## config.mk

```make
export PLATFORM = sky130hd
export DESIGN_NAME = phrs_top
export DESIGN_NICKNAME = d
export VERILOG_FILES = /design/src/phrs_top.v
export VERILOG_INCLUDE_DIRS = /design/src /design/src/src
export SDC_FILE = /design/constraint.sdc
export NUM_CORES = 1
export LEC_CHECK = 0
export ABC_AREA = 1
export BUFFER_PORTS_ARGS = -buffer_cell sky130_fd_sc_hd__buf_2
export CAP_MARGIN = 20
export CORE_MARGIN = 4
export CORE_UTILIZATION = 60
export CTS_BUF_LIST = sky130_fd_sc_hd__clkbuf_4 sky130_fd_sc_hd__clkbuf_8
export CTS_CLUSTER_SIZE = 14
export DETAILED_ROUTE_END_ITERATION = 10
export GPL_TIMING_DRIVEN = 0
export PLACE_DENSITY = 0.8
export SYNTH_ARGS = -nofsm -noshare
export SYNTH_HDL_FRONTEND = slang
export SYNTH_SLANG_ARGS = --single-unit
```

## constraint.sdc

```tcl
create_clock -name clk -period 10.1 [get_ports clk]
set_clock_uncertainty 0.2 [all_clocks]
set_input_delay 1.01 -clock clk [delete_from_list [all_inputs] [get_ports clk]]
set_output_delay 1.01 -clock clk [all_outputs]
set_load 0.03 [all_outputs]
```

## src/phrs_consts.vh

```
/*
  Constants of the controller handshake and recipe select block.
  Assumes the includer sits on a 100 MHz clock.
*/
`ifndef PHRS_CONSTS_VH
`define PHRS_CONSTS_VH

`define PHRS_CLK_HZ      100000000
`define PHRS_BAUD        2400
`define PHRS_DATA_BITS   8
`define PHRS_DEB_MS      10
`define PHRS_MUX_MS      100
`define PHRS_FORCE_MS    2000

// operating modes
`define PHRS_MODE_LOCAL  2'h0
`define PHRS_MODE_REMOTE 2'h1
`define PHRS_MODE_COMP   2'h2

// characters on the serial link
`define PHRS_CH_EOF      8'h1a
`define PHRS_CH_A        8'h61
`define PHRS_CH_I        8'h69
`define PHRS_CH_R        8'h72
`define PHRS_CH_S        8'h73
`define PHRS_CH_COMMA    8'h2c
`define PHRS_CH_ZERO     8'h30
`define PHRS_CH_NINE     8'h39

// message kinds
`define PHRS_MSG_RES     2'h0
`define PHRS_MSG_ID      2'h1
`define PHRS_MSG_STAT    2'h2

`define PHRS_RES_LAST    5'h1f
`define PHRS_FORCE_LAST  3'h4
`define PHRS_RST_VAL     16'h0000

`endif

```

## src/phrs_top.v

```verilog
/*
  Controller handshake, recipe select, held analog outputs and the
  2400 baud serial port of the analyzer, plus the byte FIFO in front
  of the transmitter.
  Assumes: contact inputs are asynchronous (1 = closed), the analysis
  engine and analog converters run on clk.
*/
// How it works
// idle holds ready contact closed
// controller closes start while ready is shown
// start closure begins analysis, opens ready, default recipe without select
// controller waits for ready to close again
// outputs and serial results updated before ready returns
// ready closes after outputs are updated
// controller reads outputs only after ready closes
// back to idle with ready closed, next start accepted
// controller sets recipe contacts before closing start
// recipe contacts decode as binary index, weights 1, 2, 4
// settings table maps contact index to stored recipe
// under controller handshaking only start contact starts analysis
// serial link 2400 baud, 8 data bits, no parity, 1 stop
// local or remote mode sends new results unprompted
// computer mode sends results only on request
// analog values load at completion and hold until next
// four physical outputs, each also carries logical output plus four
// forcing sequence steps outputs through preset values
// lower case commands a,XX i r s
// every response ends with end-of-file code 26
// contacts synchronised, debounced, recipe sampled at start acceptance
// start ignored while analysis runs
`timescale 1ns/10ps
`default_nettype none
`include "phrs_consts.vh"

// ==========================================================
// byte FIFO
module phrs_fifo #(
  parameter W  = 8,
  parameter AW = 4
) (
  input  wire         clk,
  input  wire         rstn,
  input  wire [W-1:0] in_data,
  input  wire         in_valid,
  output wire         in_ready,
  output wire [W-1:0] out_data,
  output wire         out_valid,
  input  wire         out_ready
);
  reg [W-1:0] mem [0:(1<<AW)-1];
  reg [AW:0]  wp_r;
  reg [AW:0]  rp_r;
  wire        full  = (wp_r[AW] != rp_r[AW]) && (wp_r[AW-1:0] == rp_r[AW-1:0]);
  wire        empty = (wp_r == rp_r);
  assign in_ready  = !full;
  assign out_valid = !empty;
  assign out_data  = mem[rp_r[AW-1:0]];
  always @(posedge clk) begin
    if (in_valid && !full)
      mem[wp_r[AW-1:0]] <= in_data;
  end
  always @(posedge clk or negedge rstn) begin
    if (!rstn) begin
      wp_r <= {(AW+1){1'b0}};
      rp_r <= {(AW+1){1'b0}};
    end else begin
      if (in_valid && !full)
        wp_r <= wp_r + 1'b1;
      if (out_ready && !empty)
        rp_r <= rp_r + 1'b1;
    end
  end
endmodule // phrs_fifo

// ==========================================================
// top
module phrs_top #(
  parameter DW        = 16,
  parameter ID_CHAR   = 8'h41, // arbitrary identity character
  parameter BAUD_CYC  = `PHRS_CLK_HZ / `PHRS_BAUD,
  parameter DEB_CYC   = `PHRS_DEB_MS * (`PHRS_CLK_HZ / 1000),
  parameter MUX_CYC   = `PHRS_MUX_MS * (`PHRS_CLK_HZ / 1000),
  parameter FORCE_CYC = `PHRS_FORCE_MS * (`PHRS_CLK_HZ / 1000)
) (
  input  wire          clk,
  input  wire          rstn,
  input  wire          start_in,
  input  wire [2:0]    rsel_in,
  input  wire          plc_mode,
  input  wire          rsel_en,
  input  wire [6:0]    default_recipe,
  input  wire [23:0]   recipe_map,
  input  wire [1:0]    op_mode,
  input  wire          force_en,
  input  wire          force_current,
  input  wire          anl_done,
  input  wire          anl_wr,
  input  wire [2:0]    anl_idx,
  input  wire [DW-1:0] anl_val,
  input  wire          rxd,
  output reg           ready_r,
  output reg           anl_start_r,
  output reg  [6:0]    run_recipe_r,
  output reg  [DW-1:0] aout0_r,
  output reg  [DW-1:0] aout1_r,
  output reg  [DW-1:0] aout2_r,
  output reg  [DW-1:0] aout3_r,
  output reg           aout_bank_r,
  output reg           txd_r,
  output reg  [1:0]    state_r
);
  localparam ST_IDLE = 2'h0;
  localparam ST_RUN  = 2'h1;
  localparam ST_SEND = 2'h2;
  localparam ST_DONE = 2'h3;

  function [31:0] cnt_of;  // cycle count, at least one
    input integer c;
    cnt_of = (c < 1) ? 32'h1 : c;
  endfunction

  function [7:0] hex_ch;
    input [3:0] n;
    hex_ch = (n < 4'ha) ? (8'h30 + {4'h0, n}) : (8'h57 + {4'h0, n});
  endfunction

  function [DW-1:0] force_val;  // preset forcing values
    input [2:0] step;
    input       cur;
    reg   [DW-1:0] full;
    begin
      full = {DW{1'b1}};
      // current mode starts at the live zero, 4 of 20
      if (cur)
        force_val = (full / 5) + ((full - full / 5) / 4) * step;
      else
        force_val = (full / 4) * step;
    end
  endfunction

  // ==========================================================
  // contact synchronisers and debounce
  reg  [3:0]  c_s1_r;
  reg  [3:0]  c_s2_r;
  reg  [3:0]  c_db_r;
  reg  [31:0] db_cnt_r;
  reg         start_prev_r;
  always @(posedge clk or negedge rstn) begin
    if (!rstn) begin
      c_s1_r       <= 4'h0;
      c_s2_r       <= 4'h0;
      c_db_r       <= 4'h0;
      db_cnt_r     <= 32'h0;
      start_prev_r <= 1'b0;
    end else begin
      c_s1_r       <= {start_in, rsel_in};
      c_s2_r       <= c_s1_r;
      start_prev_r <= c_db_r[3];
      if (c_s2_r == c_db_r)
        db_cnt_r <= 32'h0;
      else if (db_cnt_r >= cnt_of(DEB_CYC) - 1) begin
        c_db_r   <= c_s2_r;
        db_cnt_r <= 32'h0;
      end else
        db_cnt_r <= db_cnt_r + 32'h1;
    end
  end
  wire       start_edge = c_db_r[3] && !start_prev_r;
  wire [2:0] rsel_idx   = c_db_r[2:0];
  wire [2:0] mapped     = recipe_map[rsel_idx*3 +: 3];

  // ==========================================================
  // serial receiver
  reg  [1:0]  rx_s_r;
  reg  [31:0] rx_cnt_r;
  reg  [3:0]  rx_bit_r;
  reg  [7:0]  rx_sh_r;
  reg         rx_busy_r;
  reg         rx_stb_r;
  always @(posedge clk or negedge rstn) begin
    if (!rstn) begin
      rx_s_r    <= 2'h3;
      rx_cnt_r  <= 32'h0;
      rx_bit_r  <= 4'h0;
      rx_sh_r   <= 8'h00;
      rx_busy_r <= 1'b0;
      rx_stb_r  <= 1'b0;
    end else begin
      rx_s_r   <= {rx_s_r[0], rxd};
      rx_stb_r <= 1'b0;
      if (!rx_busy_r) begin
        if (!rx_s_r[1]) begin
          rx_busy_r <= 1'b1;
          rx_cnt_r  <= cnt_of(BAUD_CYC / 2);
          rx_bit_r  <= 4'h0;
        end
      end else if (rx_cnt_r != 32'h0)
        rx_cnt_r <= rx_cnt_r - 32'h1;
      else begin
        rx_cnt_r <= cnt_of(BAUD_CYC) - 32'h1;
        rx_bit_r <= rx_bit_r + 4'h1;
        if (rx_bit_r == 4'h0) begin
          if (rx_s_r[1])
            rx_busy_r <= 1'b0;  // glitch, not a start bit
        end else if (rx_bit_r <= `PHRS_DATA_BITS)
          rx_sh_r <= {rx_s_r[1], rx_sh_r[7:1]};
        else begin
          rx_busy_r <= 1'b0;
          rx_stb_r  <= rx_s_r[1];  // bad stop bit drops the byte
        end
      end
    end
  end

  // ==========================================================
  // command parser: a,XX i r s
  reg  [1:0] ps_r;
  reg  [3:0] tens_r;
  reg        ser_go_r;
  reg  [6:0] ser_rcp_r;
  reg        req_r;
  reg  [1:0] req_kind_r;
  reg        gen_busy_r;
  reg        auto_r;
  wire       gen_take = !gen_busy_r && (auto_r || req_r);
  wire       is_dig = (rx_sh_r >= `PHRS_CH_ZERO) && (rx_sh_r <= `PHRS_CH_NINE);
  wire [3:0] dig    = rx_sh_r[3:0];
  always @(posedge clk or negedge rstn) begin
    if (!rstn) begin
      ps_r       <= 2'h0;
      tens_r     <= 4'h0;
      ser_go_r   <= 1'b0;
      ser_rcp_r  <= 7'h00;
      req_r      <= 1'b0;
      req_kind_r <= `PHRS_MSG_RES;
    end else begin
      ser_go_r <= 1'b0;
      if (req_r && gen_take && !auto_r)
        req_r <= 1'b0;
      if (rx_stb_r) begin
        ps_r <= 2'h0;
        case (ps_r)
          2'h1: ps_r <= (rx_sh_r == `PHRS_CH_COMMA) ? 2'h2 : 2'h0;
          2'h2: begin
            tens_r <= dig;
            ps_r   <= is_dig ? 2'h3 : 2'h0;
          end
          2'h3: begin
            if (is_dig) begin
              ser_go_r  <= 1'b1;
              ser_rcp_r <= tens_r * 7'd10 + {3'h0, dig};
            end
          end
          default: begin
            if (rx_sh_r == `PHRS_CH_A)
              ps_r <= 2'h1;
            else if (rx_sh_r == `PHRS_CH_I || rx_sh_r == `PHRS_CH_R ||
                     rx_sh_r == `PHRS_CH_S) begin
              req_r      <= 1'b1;
              req_kind_r <= (rx_sh_r == `PHRS_CH_I) ? `PHRS_MSG_ID :
                            (rx_sh_r == `PHRS_CH_R) ? `PHRS_MSG_RES :
                                                      `PHRS_MSG_STAT;
            end
          end
        endcase
      end
    end
  end

  // ==========================================================
  // message generator into the FIFO
  reg  [1:0] gen_kind_r;
  reg  [4:0] gen_idx_r;
  reg        gen_eof_r;
  reg  [DW-1:0] hold_r [0:7];
  wire       f_in_ready;
  reg  [7:0] gen_byte;
  wire [DW-1:0] res_sh = hold_r[gen_idx_r[4:2]] >> {~gen_idx_r[1:0], 2'h0};
  always @* begin
    gen_byte = `PHRS_CH_EOF;
    if (!gen_eof_r) begin
      case (gen_kind_r)
        `PHRS_MSG_RES:
          gen_byte = hex_ch(res_sh[3:0]);
        `PHRS_MSG_ID:   gen_byte = ID_CHAR;
        default: gen_byte = `PHRS_CH_ZERO + {6'h00, state_r};
      endcase
    end
  end
  wire gen_last_data = (gen_kind_r != `PHRS_MSG_RES) ||
                       (gen_idx_r == `PHRS_RES_LAST);
  always @(posedge clk or negedge rstn) begin
    if (!rstn) begin
      gen_busy_r <= 1'b0;
      gen_kind_r <= `PHRS_MSG_RES;
      gen_idx_r  <= 5'h00;
      gen_eof_r  <= 1'b0;
    end else if (gen_take) begin
      gen_busy_r <= 1'b1;
      gen_kind_r <= auto_r ? `PHRS_MSG_RES : req_kind_r;
      gen_idx_r  <= 5'h00;
      gen_eof_r  <= 1'b0;
    end else if (gen_busy_r && f_in_ready) begin
      // stalls while the FIFO is full
      if (gen_eof_r)
        gen_busy_r <= 1'b0;
      else if (gen_last_data)
        gen_eof_r <= 1'b1;
      else
        gen_idx_r <= gen_idx_r + 5'h01;
    end
  end

  wire [7:0] f_out;
  wire       f_out_valid;
  reg        tx_busy_r;
  phrs_fifo #(.W(8), .AW(4)) u_fifo (
    .clk       (clk),
    .rstn      (rstn),
    .in_data   (gen_byte),
    .in_valid  (gen_busy_r),
    .in_ready  (f_in_ready),
    .out_data  (f_out),
    .out_valid (f_out_valid),
    .out_ready (!tx_busy_r)
  );

  // ==========================================================
  // serial transmitter, 8N1
  reg  [31:0] tx_cnt_r;
  reg  [9:0]  tx_sh_r;
  reg  [3:0]  tx_bit_r;
  always @(posedge clk or negedge rstn) begin
    if (!rstn) begin
      tx_busy_r <= 1'b0;
      tx_cnt_r  <= 32'h0;
      tx_sh_r   <= 10'h3ff;
      tx_bit_r  <= 4'h0;
      txd_r     <= 1'b1;
    end else if (!tx_busy_r) begin
      txd_r <= 1'b1;
      if (f_out_valid) begin
        tx_busy_r <= 1'b1;
        tx_sh_r   <= {1'b1, f_out, 1'b0};
        tx_bit_r  <= 4'h0;
        tx_cnt_r  <= 32'h0;
      end
    end else if (tx_cnt_r != 32'h0)
      tx_cnt_r <= tx_cnt_r - 32'h1;
    else if (tx_bit_r == `PHRS_DATA_BITS + 2)
      tx_busy_r <= 1'b0;
    else begin
      txd_r    <= tx_sh_r[0];
      tx_sh_r  <= {1'b1, tx_sh_r[9:1]};
      tx_bit_r <= tx_bit_r + 4'h1;
      tx_cnt_r <= cnt_of(BAUD_CYC) - 32'h1;
    end
  end

  // ==========================================================
  // handshake sequence
  reg  [DW-1:0] shadow_r [0:7];
  wire auto_mode = (op_mode == `PHRS_MODE_LOCAL) || (op_mode == `PHRS_MODE_REMOTE);
  wire go_plc    = plc_mode && start_edge;
  wire go_ser    = !plc_mode && ser_go_r;
  integer i;
  always @(posedge clk or negedge rstn) begin
    if (!rstn) begin
      state_r      <= ST_IDLE;
      ready_r      <= 1'b1;
      anl_start_r  <= 1'b0;
      run_recipe_r <= 7'h00;
      auto_r       <= 1'b0;
      for (i = 0; i < 8; i = i + 1) begin
        shadow_r[i] <= `PHRS_RST_VAL;
        hold_r[i]   <= `PHRS_RST_VAL;
      end
    end else begin
      anl_start_r <= 1'b0;
      if (gen_take)
        auto_r <= 1'b0;
      if (anl_wr)
        shadow_r[anl_idx] <= anl_val;
      case (state_r)
        ST_IDLE: begin
          ready_r <= 1'b1;
          if (go_plc || go_ser) begin
            anl_start_r  <= 1'b1;
            ready_r      <= 1'b0;
            state_r      <= ST_RUN;
            if (go_ser)
              run_recipe_r <= ser_rcp_r;
            else if (rsel_en)
              run_recipe_r <= {4'h0, mapped};
            else
              run_recipe_r <= default_recipe;
          end
        end
        ST_RUN: begin
          ready_r <= 1'b0;
          if (anl_done) begin
            for (i = 0; i < 8; i = i + 1)
              hold_r[i] <= shadow_r[i];
            auto_r  <= auto_mode;
            state_r <= auto_mode ? ST_SEND : ST_DONE;
          end
        end
        ST_SEND: begin
          // ready waits until the last result byte has gone into the FIFO
          if (!auto_r && !gen_busy_r)
            state_r <= ST_DONE;
        end
        default: begin
          ready_r <= 1'b1;
          state_r <= ST_IDLE;
        end
      endcase
    end
  end

  // ==========================================================
  // analog outputs: bank multiplex and forcing sequence
  reg  [31:0] mux_cnt_r;
  reg  [31:0] frc_cnt_r;
  reg  [2:0]  frc_step_r;
  wire [DW-1:0] fv = force_val(frc_step_r, force_current);
  always @(posedge clk or negedge rstn) begin
    if (!rstn) begin
      mux_cnt_r   <= 32'h0;
      frc_cnt_r   <= 32'h0;
      frc_step_r  <= 3'h0;
      aout_bank_r <= 1'b0;
      aout0_r     <= `PHRS_RST_VAL;
      aout1_r     <= `PHRS_RST_VAL;
      aout2_r     <= `PHRS_RST_VAL;
      aout3_r     <= `PHRS_RST_VAL;
    end else begin
      if (mux_cnt_r >= cnt_of(MUX_CYC) - 1) begin
        mux_cnt_r   <= 32'h0;
        aout_bank_r <= !aout_bank_r;
      end else
        mux_cnt_r <= mux_cnt_r + 32'h1;
      if (!force_en) begin
        frc_cnt_r  <= 32'h0;
        frc_step_r <= 3'h0;
      end else if (frc_cnt_r >= cnt_of(FORCE_CYC) - 1) begin
        frc_cnt_r  <= 32'h0;
        frc_step_r <= (frc_step_r == `PHRS_FORCE_LAST) ? 3'h0 :
                      frc_step_r + 3'h1;
      end else
        frc_cnt_r <= frc_cnt_r + 32'h1;
      if (force_en) begin
        aout0_r <= fv;
        aout1_r <= fv;
        aout2_r <= fv;
        aout3_r <= fv;
      end else begin
        // bank 1 shows logical outputs 5 to 8
        aout0_r <= hold_r[{aout_bank_r, 2'h0}];
        aout1_r <= hold_r[{aout_bank_r, 2'h1}];
        aout2_r <= hold_r[{aout_bank_r, 2'h2}];
        aout3_r <= hold_r[{aout_bank_r, 2'h3}];
      end
    end
  end
endmodule // phrs_top

`default_nettype wire

```

Yosys cells after proc, flatten, opt, wreduce, memory -nomap -nowiden:

Memory sizes are Yosys's and may differ from the RTL's.
Index checks and enable logic that the tools add are counted.

* reduce and logical (&&, ||, !) cells: 50
* bitwise logic cells: 12
* add/sub/neg operators: 16
* muxes and demuxes: 110
* magnitude comparators: 14
* equal/unequal tests: 31
* shifts and indexed selects: 2
* multipliers: 4

Operators by type and width (count)
* $mux W32: 12
* $mux W16: 16
* $bmux W16 S3: 5
* $bwmux W128: 1
* $add A32 B1 Y32 const B: 3
* $reduce_bool A32 Y1: 2
* $sub A32 B1 Y32 const B: 2
* $demux W16 S3: 1
* $mux W1: 41
* $mux W10: 4
* $eq A8 B7 Y1 const B: 4
* $ge A32 B20 Y1 const B: 1
* $ge A32 B24 Y1 const B: 1
* $ge A32 B28 Y1 const B: 1
* $mul A14 B3 Y16 const A: 2
* $mux W4: 7
* $ge A4 B4 Y1 const B: 6
* $not A3 Y4: 6
* $shiftx A24 B6 Y3: 1
* $mux W5: 4
* $ne A2 B2 Y1 const B: 9
* $add A14 B16 Y16 const A: 1
* $mux W2: 8
* $mux W8: 2
* 43 further kinds: 99

* output and inout port bits: 77
* input bits: 65
* memory bits (writable): 128
* flip-flop bits (word level): 577
* memories: 1

Memories
* u_fifo.mem: depth 16, width 8, read ports 1, clocked after Yosys merged registers in 0, wr ports 1, RTL line phrs_top.v:50 `reg [W-1:0] mem [0:(1<<AW)-1];`

Longest topological paths before layout:

* depth in word-level cells: 9
* depth in mapped cells: 16
* gate-level depth less buffers: 14

Modules after synthesis:

A second synthesis with hierarchy kept.

* cell total of the unflattened synthesis: 3479
* area total of the unflattened synthesis: 32474.9 um^2

Modules (own cells, without submodules)
* phrs_top: cells an instance 2922, area an instance 26535.4 um^2, times used 1
* phrs_fifo: cells an instance 557, area an instance 5939.4 um^2, times used 1

Worst setup path before layout:

No wires, ideal clock.

* path type: register to register
* from: reg frc_step_r[0]
* to: reg aout0_r[12]
* setup slack: 6884 ps
* data arrival time: 2885 ps
* data required time: 9769 ps
* buffers on the path: 0
* stages on the path, launching flop included: 12
* library setup time: 131 ps
* cell sequence: dfrtp_1 -> fa_1 -> ha_1 -> inv_1 -> fa_1 -> inv_1 -> fa_1 -> fa_1 -> nand2_1 -> o21ai_0 -> nand2_1 -> o21ai_0

* longest elaborated chain between the ends: 4

RTL lines
* start, declared: RTL line phrs_top.v:425 `reg [2:0] frc_step_r;`
* start signal, assigned: RTL line phrs_top.v:448 `` frc_step_r <= (frc_step_r == `PHRS_FORCE_LAST) ? 3'h0 : ``
* $mul A14 B3 Y16: RTL line phrs_top.v:135 `force_val = (full / 5) + ((full - full / 5) / 4) * step;`
* $add A14 B16 Y16: RTL line phrs_top.v:135
* $mux W16 (*): RTL line phrs_top.v:134 `if (cur)`
* $mux W16 (*): RTL line phrs_top.v:452 `if (force_en) begin`
* end signal, assigned: RTL line phrs_top.v:433 `` aout0_r <= `PHRS_RST_VAL; ``
* end signal, assigned: RTL line phrs_top.v:453 `aout0_r <= fv;`
* end signal, assigned: RTL line phrs_top.v:459 `aout0_r <= hold_r[{aout_bank_r, 2'h0}];`
* end, declared: RTL line phrs_top.v:104 `output reg [DW-1:0] aout0_r,`

Mark *: on every way between the ends. The rest lies on a longest branch, timed or not.
A chain may end at the register's enable or synchronous reset.

Final worst setup path:

* from: reg frc_step_r[0]
* to: reg aout1_r[12]

* longest elaborated chain between the ends: 4

RTL lines
* $mul A14 B3 Y16: RTL line phrs_top.v:135
* $add A14 B16 Y16: RTL line phrs_top.v:135
* $mux W16 (*): RTL line phrs_top.v:134
* $mux W16 (*): RTL line phrs_top.v:452
* end signal, assigned: RTL line phrs_top.v:434 `` aout1_r <= `PHRS_RST_VAL; ``
* end signal, assigned: RTL line phrs_top.v:454 `aout1_r <= fv;`
* end signal, assigned: RTL line phrs_top.v:460 `aout1_r <= hold_r[{aout_bank_r, 2'h1}];`
* end, declared: RTL line phrs_top.v:105 `output reg [DW-1:0] aout1_r,`

Marked as above.

==> metrics.txt <==
# TYPE chip_impl_metric gauge
chip_impl_metric{name="power.internal",unit="mW"} 5.95
chip_impl_metric{name="critical_path_s_largest_stage_delay",unit="ns"} 0.76
chip_impl_metric{name="max_cap_violations",unit=""} 0
chip_impl_metric{name="detail_route.iter0.violations",unit=""} 2566
chip_impl_info{name="gr-max-usage-layer",value="met2"} 1
chip_impl_metric{name="grtUsageTotal",unit="%"} 29.2
chip_impl_metric{name="drc",unit=""} 0
chip_impl_metric{name="clk_pwr_share",unit="%"} 27.5
chip_impl_info{name="endpoint_kind",value="flop"} 1
chip_impl_metric{name="post_route_cells_drive_above_1_share",unit="%"} 15.7
chip_impl_metric{name="wirelength",unit="um"} 81900
chip_impl_metric{name="worst_hold_slack",unit="ns"} 0.0659
chip_impl_metric{name="normalized_max_slew_margin",unit="%"} 30.2
chip_impl_info{name="timing.critical_path.max_delay_family",value="adder cells"} 1
chip_impl_metric{name="number_of_vias_per_cell",unit=""} 5.73
chip_impl_metric{name="leakage",unit="nW"} 15.9
chip_impl_metric{name="cts-buffers-inserted",unit=""} 108
chip_impl_info{name="synthTopCellsByArea",value="sky130_fd_sc_hd__dfrtp_1 (45%), sky130_fd_sc_hd__edfxtp_1 (11%), sky130_fd_sc_hd__nand2_1 (7.1%)"} 1
chip_impl_metric{name="grt_start_max_net_pins",unit=""} 120
chip_impl_metric{name="total_via_count_in_the_routed_design",unit=""} 24800
chip_impl_metric{name="design.final.nets",unit=""} 3672
chip_impl_info{name="cp_slowest_cell",value="sky130_fd_sc_hd__fa_1"} 1
chip_impl_metric{name="avgSynthCellArea",unit="sq um"} 9.54
chip_impl_metric{name="cp.arrival",unit="ns"} 4.45
chip_impl_info{name="synthFlopType",value="sky130_fd_sc_hd__dfrtp_1"} 1
chip_impl_metric{name="clkTransAtPathRegs",unit="ns"} 0.06
chip_impl_info{name="most_common_cell_after_layout_fill_and_taps_aside",value="sky130_fd_sc_hd__nand2_1"} 1
chip_impl_metric{name="wire_length_of_the_first_global_routing_pass",unit="um"} 130000
chip_impl_metric{name="holdBufCountCts",unit=""} 0
chip_impl_metric{name="ff_latch_area",unit="sq um"} 17800
chip_impl_metric{name="synth_area",unit="sq um"} 31200
chip_impl_metric{name="via_count_of_the_first_global_routing_pass",unit=""} 24300
chip_impl_metric{name="multiInputGateArea",unit="sq um"} 12000
chip_impl_metric{name="post_drt_wl_per_cell",unit="um"} 18.9
chip_impl_metric{name="cts_buffer_depth",unit=""} 3
chip_impl_info{name="worst-setup-path-type",value="reg -> reg"} 1
chip_impl_info{name="yosysTopAreaCell",value="sky130_fd_sc_hd__dfrtp_1"} 1
chip_impl_metric{name="worst_ir_drop_vdd",unit="V"} 0.000194
chip_impl_metric{name="final_critical_path_setup_slack",unit="ns"} 5.94
chip_impl_info{name="rsz0062_at_grt",value="false"} 1
chip_impl_metric{name="die_y",unit="um"} 236
chip_impl_metric{name="worst-path-buf-inv",unit=""} 2
chip_impl_metric{name="die_area",unit="sq um"} 55800
chip_impl_info{name="timing.critical_path.mode_cell",value="sky130_fd_sc_hd__fa_1"} 1
chip_impl_info{name="tritoncts",value="built"} 1
chip_impl_metric{name="portBuffers",unit=""} 140
chip_impl_info{name="min_path_type",value="in -> async"} 1
chip_impl_metric{name="flow.area_growth_from_synthesis",unit="%"} 13.6
chip_impl_metric{name="switching_share",unit="%"} 37.0
chip_impl_metric{name="report.final.slew_viol_count",unit=""} 0
chip_impl_metric{name="ios",unit=""} 142
chip_impl_metric{name="dp_hpwl",unit="um"} 57800
chip_impl_metric{name="fillers",unit=""} 3996
chip_impl_metric{name="dp_worst_setup_slack",unit="ns"} 5.97
chip_impl_metric{name="setup_viol",unit=""} 0
chip_impl_metric{name="cts_sinks",unit=""} 688
chip_impl_metric{name="synth_async_sr_flop_share",unit="%"} 83.7
chip_impl_metric{name="cts.repair.resized",unit=""} 0
chip_impl_metric{name="post_synth_inst_count",unit=""} 3273
chip_impl_metric{name="route.antenna.remaining_nets",unit=""} 0
chip_impl_metric{name="gp_congestion",unit=""} 0.962
chip_impl_metric{name="worst_ep_required_time",unit="ns"} 10.39
chip_impl_metric{name="comb_power_share",unit="%"} 30.0
chip_impl_metric{name="synth_top_cell_area_share",unit="%"} 45.1
chip_impl_metric{name="global_route.usage.met3",unit="%"} 6.75
chip_impl_metric{name="finalHoldViolCount",unit=""} 0
chip_impl_metric{name="postSynthRegisterBits",unit=""} 688
chip_impl_metric{name="synth_cell_type_count",unit=""} 61
chip_impl_metric{name="ys.warnings.count",unit=""} 0
chip_impl_metric{name="cts.repair_timing.setup_buffer_count",unit=""} 0
chip_impl_metric{name="grtUsageMet2",unit="%"} 44.9
chip_impl_metric{name="chipWidth",unit="um"} 236
chip_impl_metric{name="min_period_over_period",unit="%"} 41.2
chip_impl_metric{name="first_pass_iters",unit=""} 5
chip_impl_info{name="mostFrequentLayoutCells",value="sky130_fd_sc_hd__nand2_1 (588), sky130_fd_sc_hd__dfrtp_1 (563), sky130_fd_sc_hd__o21ai_0 (427), sky130_fd_sc_hd__nor2_1 (370), sky130_fd_sc_hd__inv_1 (222)"} 1
chip_impl_metric{name="coreArea",unit="sq um"} 51400
chip_impl_metric{name="slew_at_the_pin_with_the_worst_max_slew_slack",unit="ns"} 1.04
chip_impl_info{name="cts_root_buf",value="sky130_fd_sc_hd__clkbuf_8"} 1
chip_impl_info{name="run_status",value="completed"} 1
chip_impl_metric{name="critPathMaxFanout",unit=""} 9
chip_impl_metric{name="edff_count_synth",unit=""} 112
chip_impl_metric{name="fmax",unit="GHz"} 0.240
chip_impl_metric{name="power_per_cell_area",unit="nW/um^2"} 266
chip_impl_metric{name="rows",unit=""} 83
chip_impl_metric{name="p_seq_share",unit="%"} 42.5
chip_impl_metric{name="yosysSeqAreaShare",unit="%"} 57.0
chip_impl_info{name="startpoint_type",value="flop"} 1
chip_impl_metric{name="post-route-min-period",unit="ns"} 4.16
chip_impl_metric{name="finalCoreUtilization",unit="%"} 69.0
chip_impl_metric{name="floorplan.initialDensity",unit="%"} 60.7
chip_impl_metric{name="power.net_switching",unit="mW"} 3.49
chip_impl_metric{name="met1_usage",unit="%"} 40.8
chip_impl_metric{name="grt_overflow",unit=""} 0
chip_impl_metric{name="clk-insertion-delay-late",unit="ns"} 0.72
chip_impl_metric{name="cts.htree.levels",unit=""} 3
chip_impl_metric{name="antenna_found_initial",unit=""} 2
chip_impl_info{name="cp_cell_sequence",value="fa_1, ha_1, inv_1, fa_1, inv_1, fa_1, fa_1, nand2_1, o21ai_0, nand2_1, o21ai_0"} 1
Yosys cell counts, drive strengths merged (53+ instances only):
library cell,number
dfrtp,563
inv,236
nor3,61
o21ai,452
xor2,53
edfxtp,112
a21oi,71
nor2,395
clkbuf,88
mux2,112
nand3,216
nand2,594
layer usage:
metal  part of all wire (%)  vias to the layer above
li1                       -                    11600
met4                    3.5                        2
met3                    8.9                      197
met1                     42                    11800
met2                     46                     1155
met5                 0.0098                        -
state kept, by name (all words and copies together) (netlist names), 8 cells and up:
| signal | flops |
|---|---|
| rx_cnt_r | 32 |
| aout0_r | 16 |
| shadow_r | 128 |
| frc_cnt_r | 32 |
| rx_sh_r | 8 |
| aout2_r | 16 |
| db_cnt_r | 32 |
| tx_cnt_r | 32 |
| u_fifo.mem | 112 |
| mux_cnt_r | 32 |
| aout3_r | 16 |
| hold_r | 128 |
| aout1_r | 16 |
| tx_sh_r | 9 |
metrics by stage:
| stage | std cells | TNS (ns) | area, sq um | power (mW) |
|---|---|---|---|---|
| floorplan | 3296 | 0 | 31300 | 5.76 |
| global placement | 4116 | -2161.98 | 32900 | 6.69 |
| detailed placement | 4125 | 0 | 33100 | 6.80 |
| CTS | 4321 | 0 | 35500 | 9.42 |
| global route | 4322 | 0 | 35500 | 9.93 |
| finish | 4322 | 0 | 35500 | 9.44 |
power groups by stage:
stage          clock, mW  sequential [mW]  combinational [mW]
6_report            2.59             4.01                2.84
5_1_grt             2.76             4.07                3.10
4_1_cts             2.63             3.99                2.80
3_5_place_dp           0             4.03                2.78
3_3_place_gp           0             4.02                2.68
2_1_floorplan          0             4.11                1.66
path summary, 6_finish.rpt:
kind,from,end,slack (ns),depth (start not counted)
setup / recovery,frc_step_r[0],aout1_r[12],5.94,11
hold / removal,rstn,frc_cnt_r[11],0.07,1
setup reg to reg,frc_step_r[0],aout1_r[12],5.94,11
hold reg to reg,c_s1_r[0],c_s2_r[0],0.15,0
max in group asynchronous,rstn,rx_s_r[1],7.30,5
min in group clk,c_s1_r[0],c_s2_r[0],0.15,0
logic make-up (layout without fill, tap and decap cells):
logic type,count (synthesis),after routing,share of synthesized area (%)
AOI/OAI and AO/OA,624,624,10.8
xor gates and xnor gates,81,81,2.27
adders and majority gates,52,52,2.32
buffers and inverters,369,714,4.76
DFF,688,688,57.0
muxes,113,113,4.07
other,1,25,0.0120
and+or+nand+nor,1345,1345,18.8
final cells by class:
class                      count  share of cell area [%]
sequential                   688                    50.1
multi-input combinational   2239                    33.9
clock buffer                 165                    5.96
inverter                     238                    2.56
timing repair buffer         149                    2.51
tap                          680                    2.40
buffer                       131                    1.63
clock inverter                31                   0.896
antenna                        1                 0.00705
worst reg2reg max path, cell delays in order (launching register included):
cell and delay, ns:
sky130_fd_sc_hd__dfrtp_1 0.52, sky130_fd_sc_hd__fa_1 0.76, sky130_fd_sc_hd__ha_1 0.25, sky130_fd_sc_hd__inv_1 0.07, sky130_fd_sc_hd__fa_1 0.39, sky130_fd_sc_hd__inv_1 0.12
sky130_fd_sc_hd__fa_1 0.24, sky130_fd_sc_hd__fa_1 0.42, sky130_fd_sc_hd__nand2_1 0.12, sky130_fd_sc_hd__o21ai_0 0.12, sky130_fd_sc_hd__nand2_1 0.39, sky130_fd_sc_hd__o21ai_0 0.34
Power figures use the tool's default switching activity.
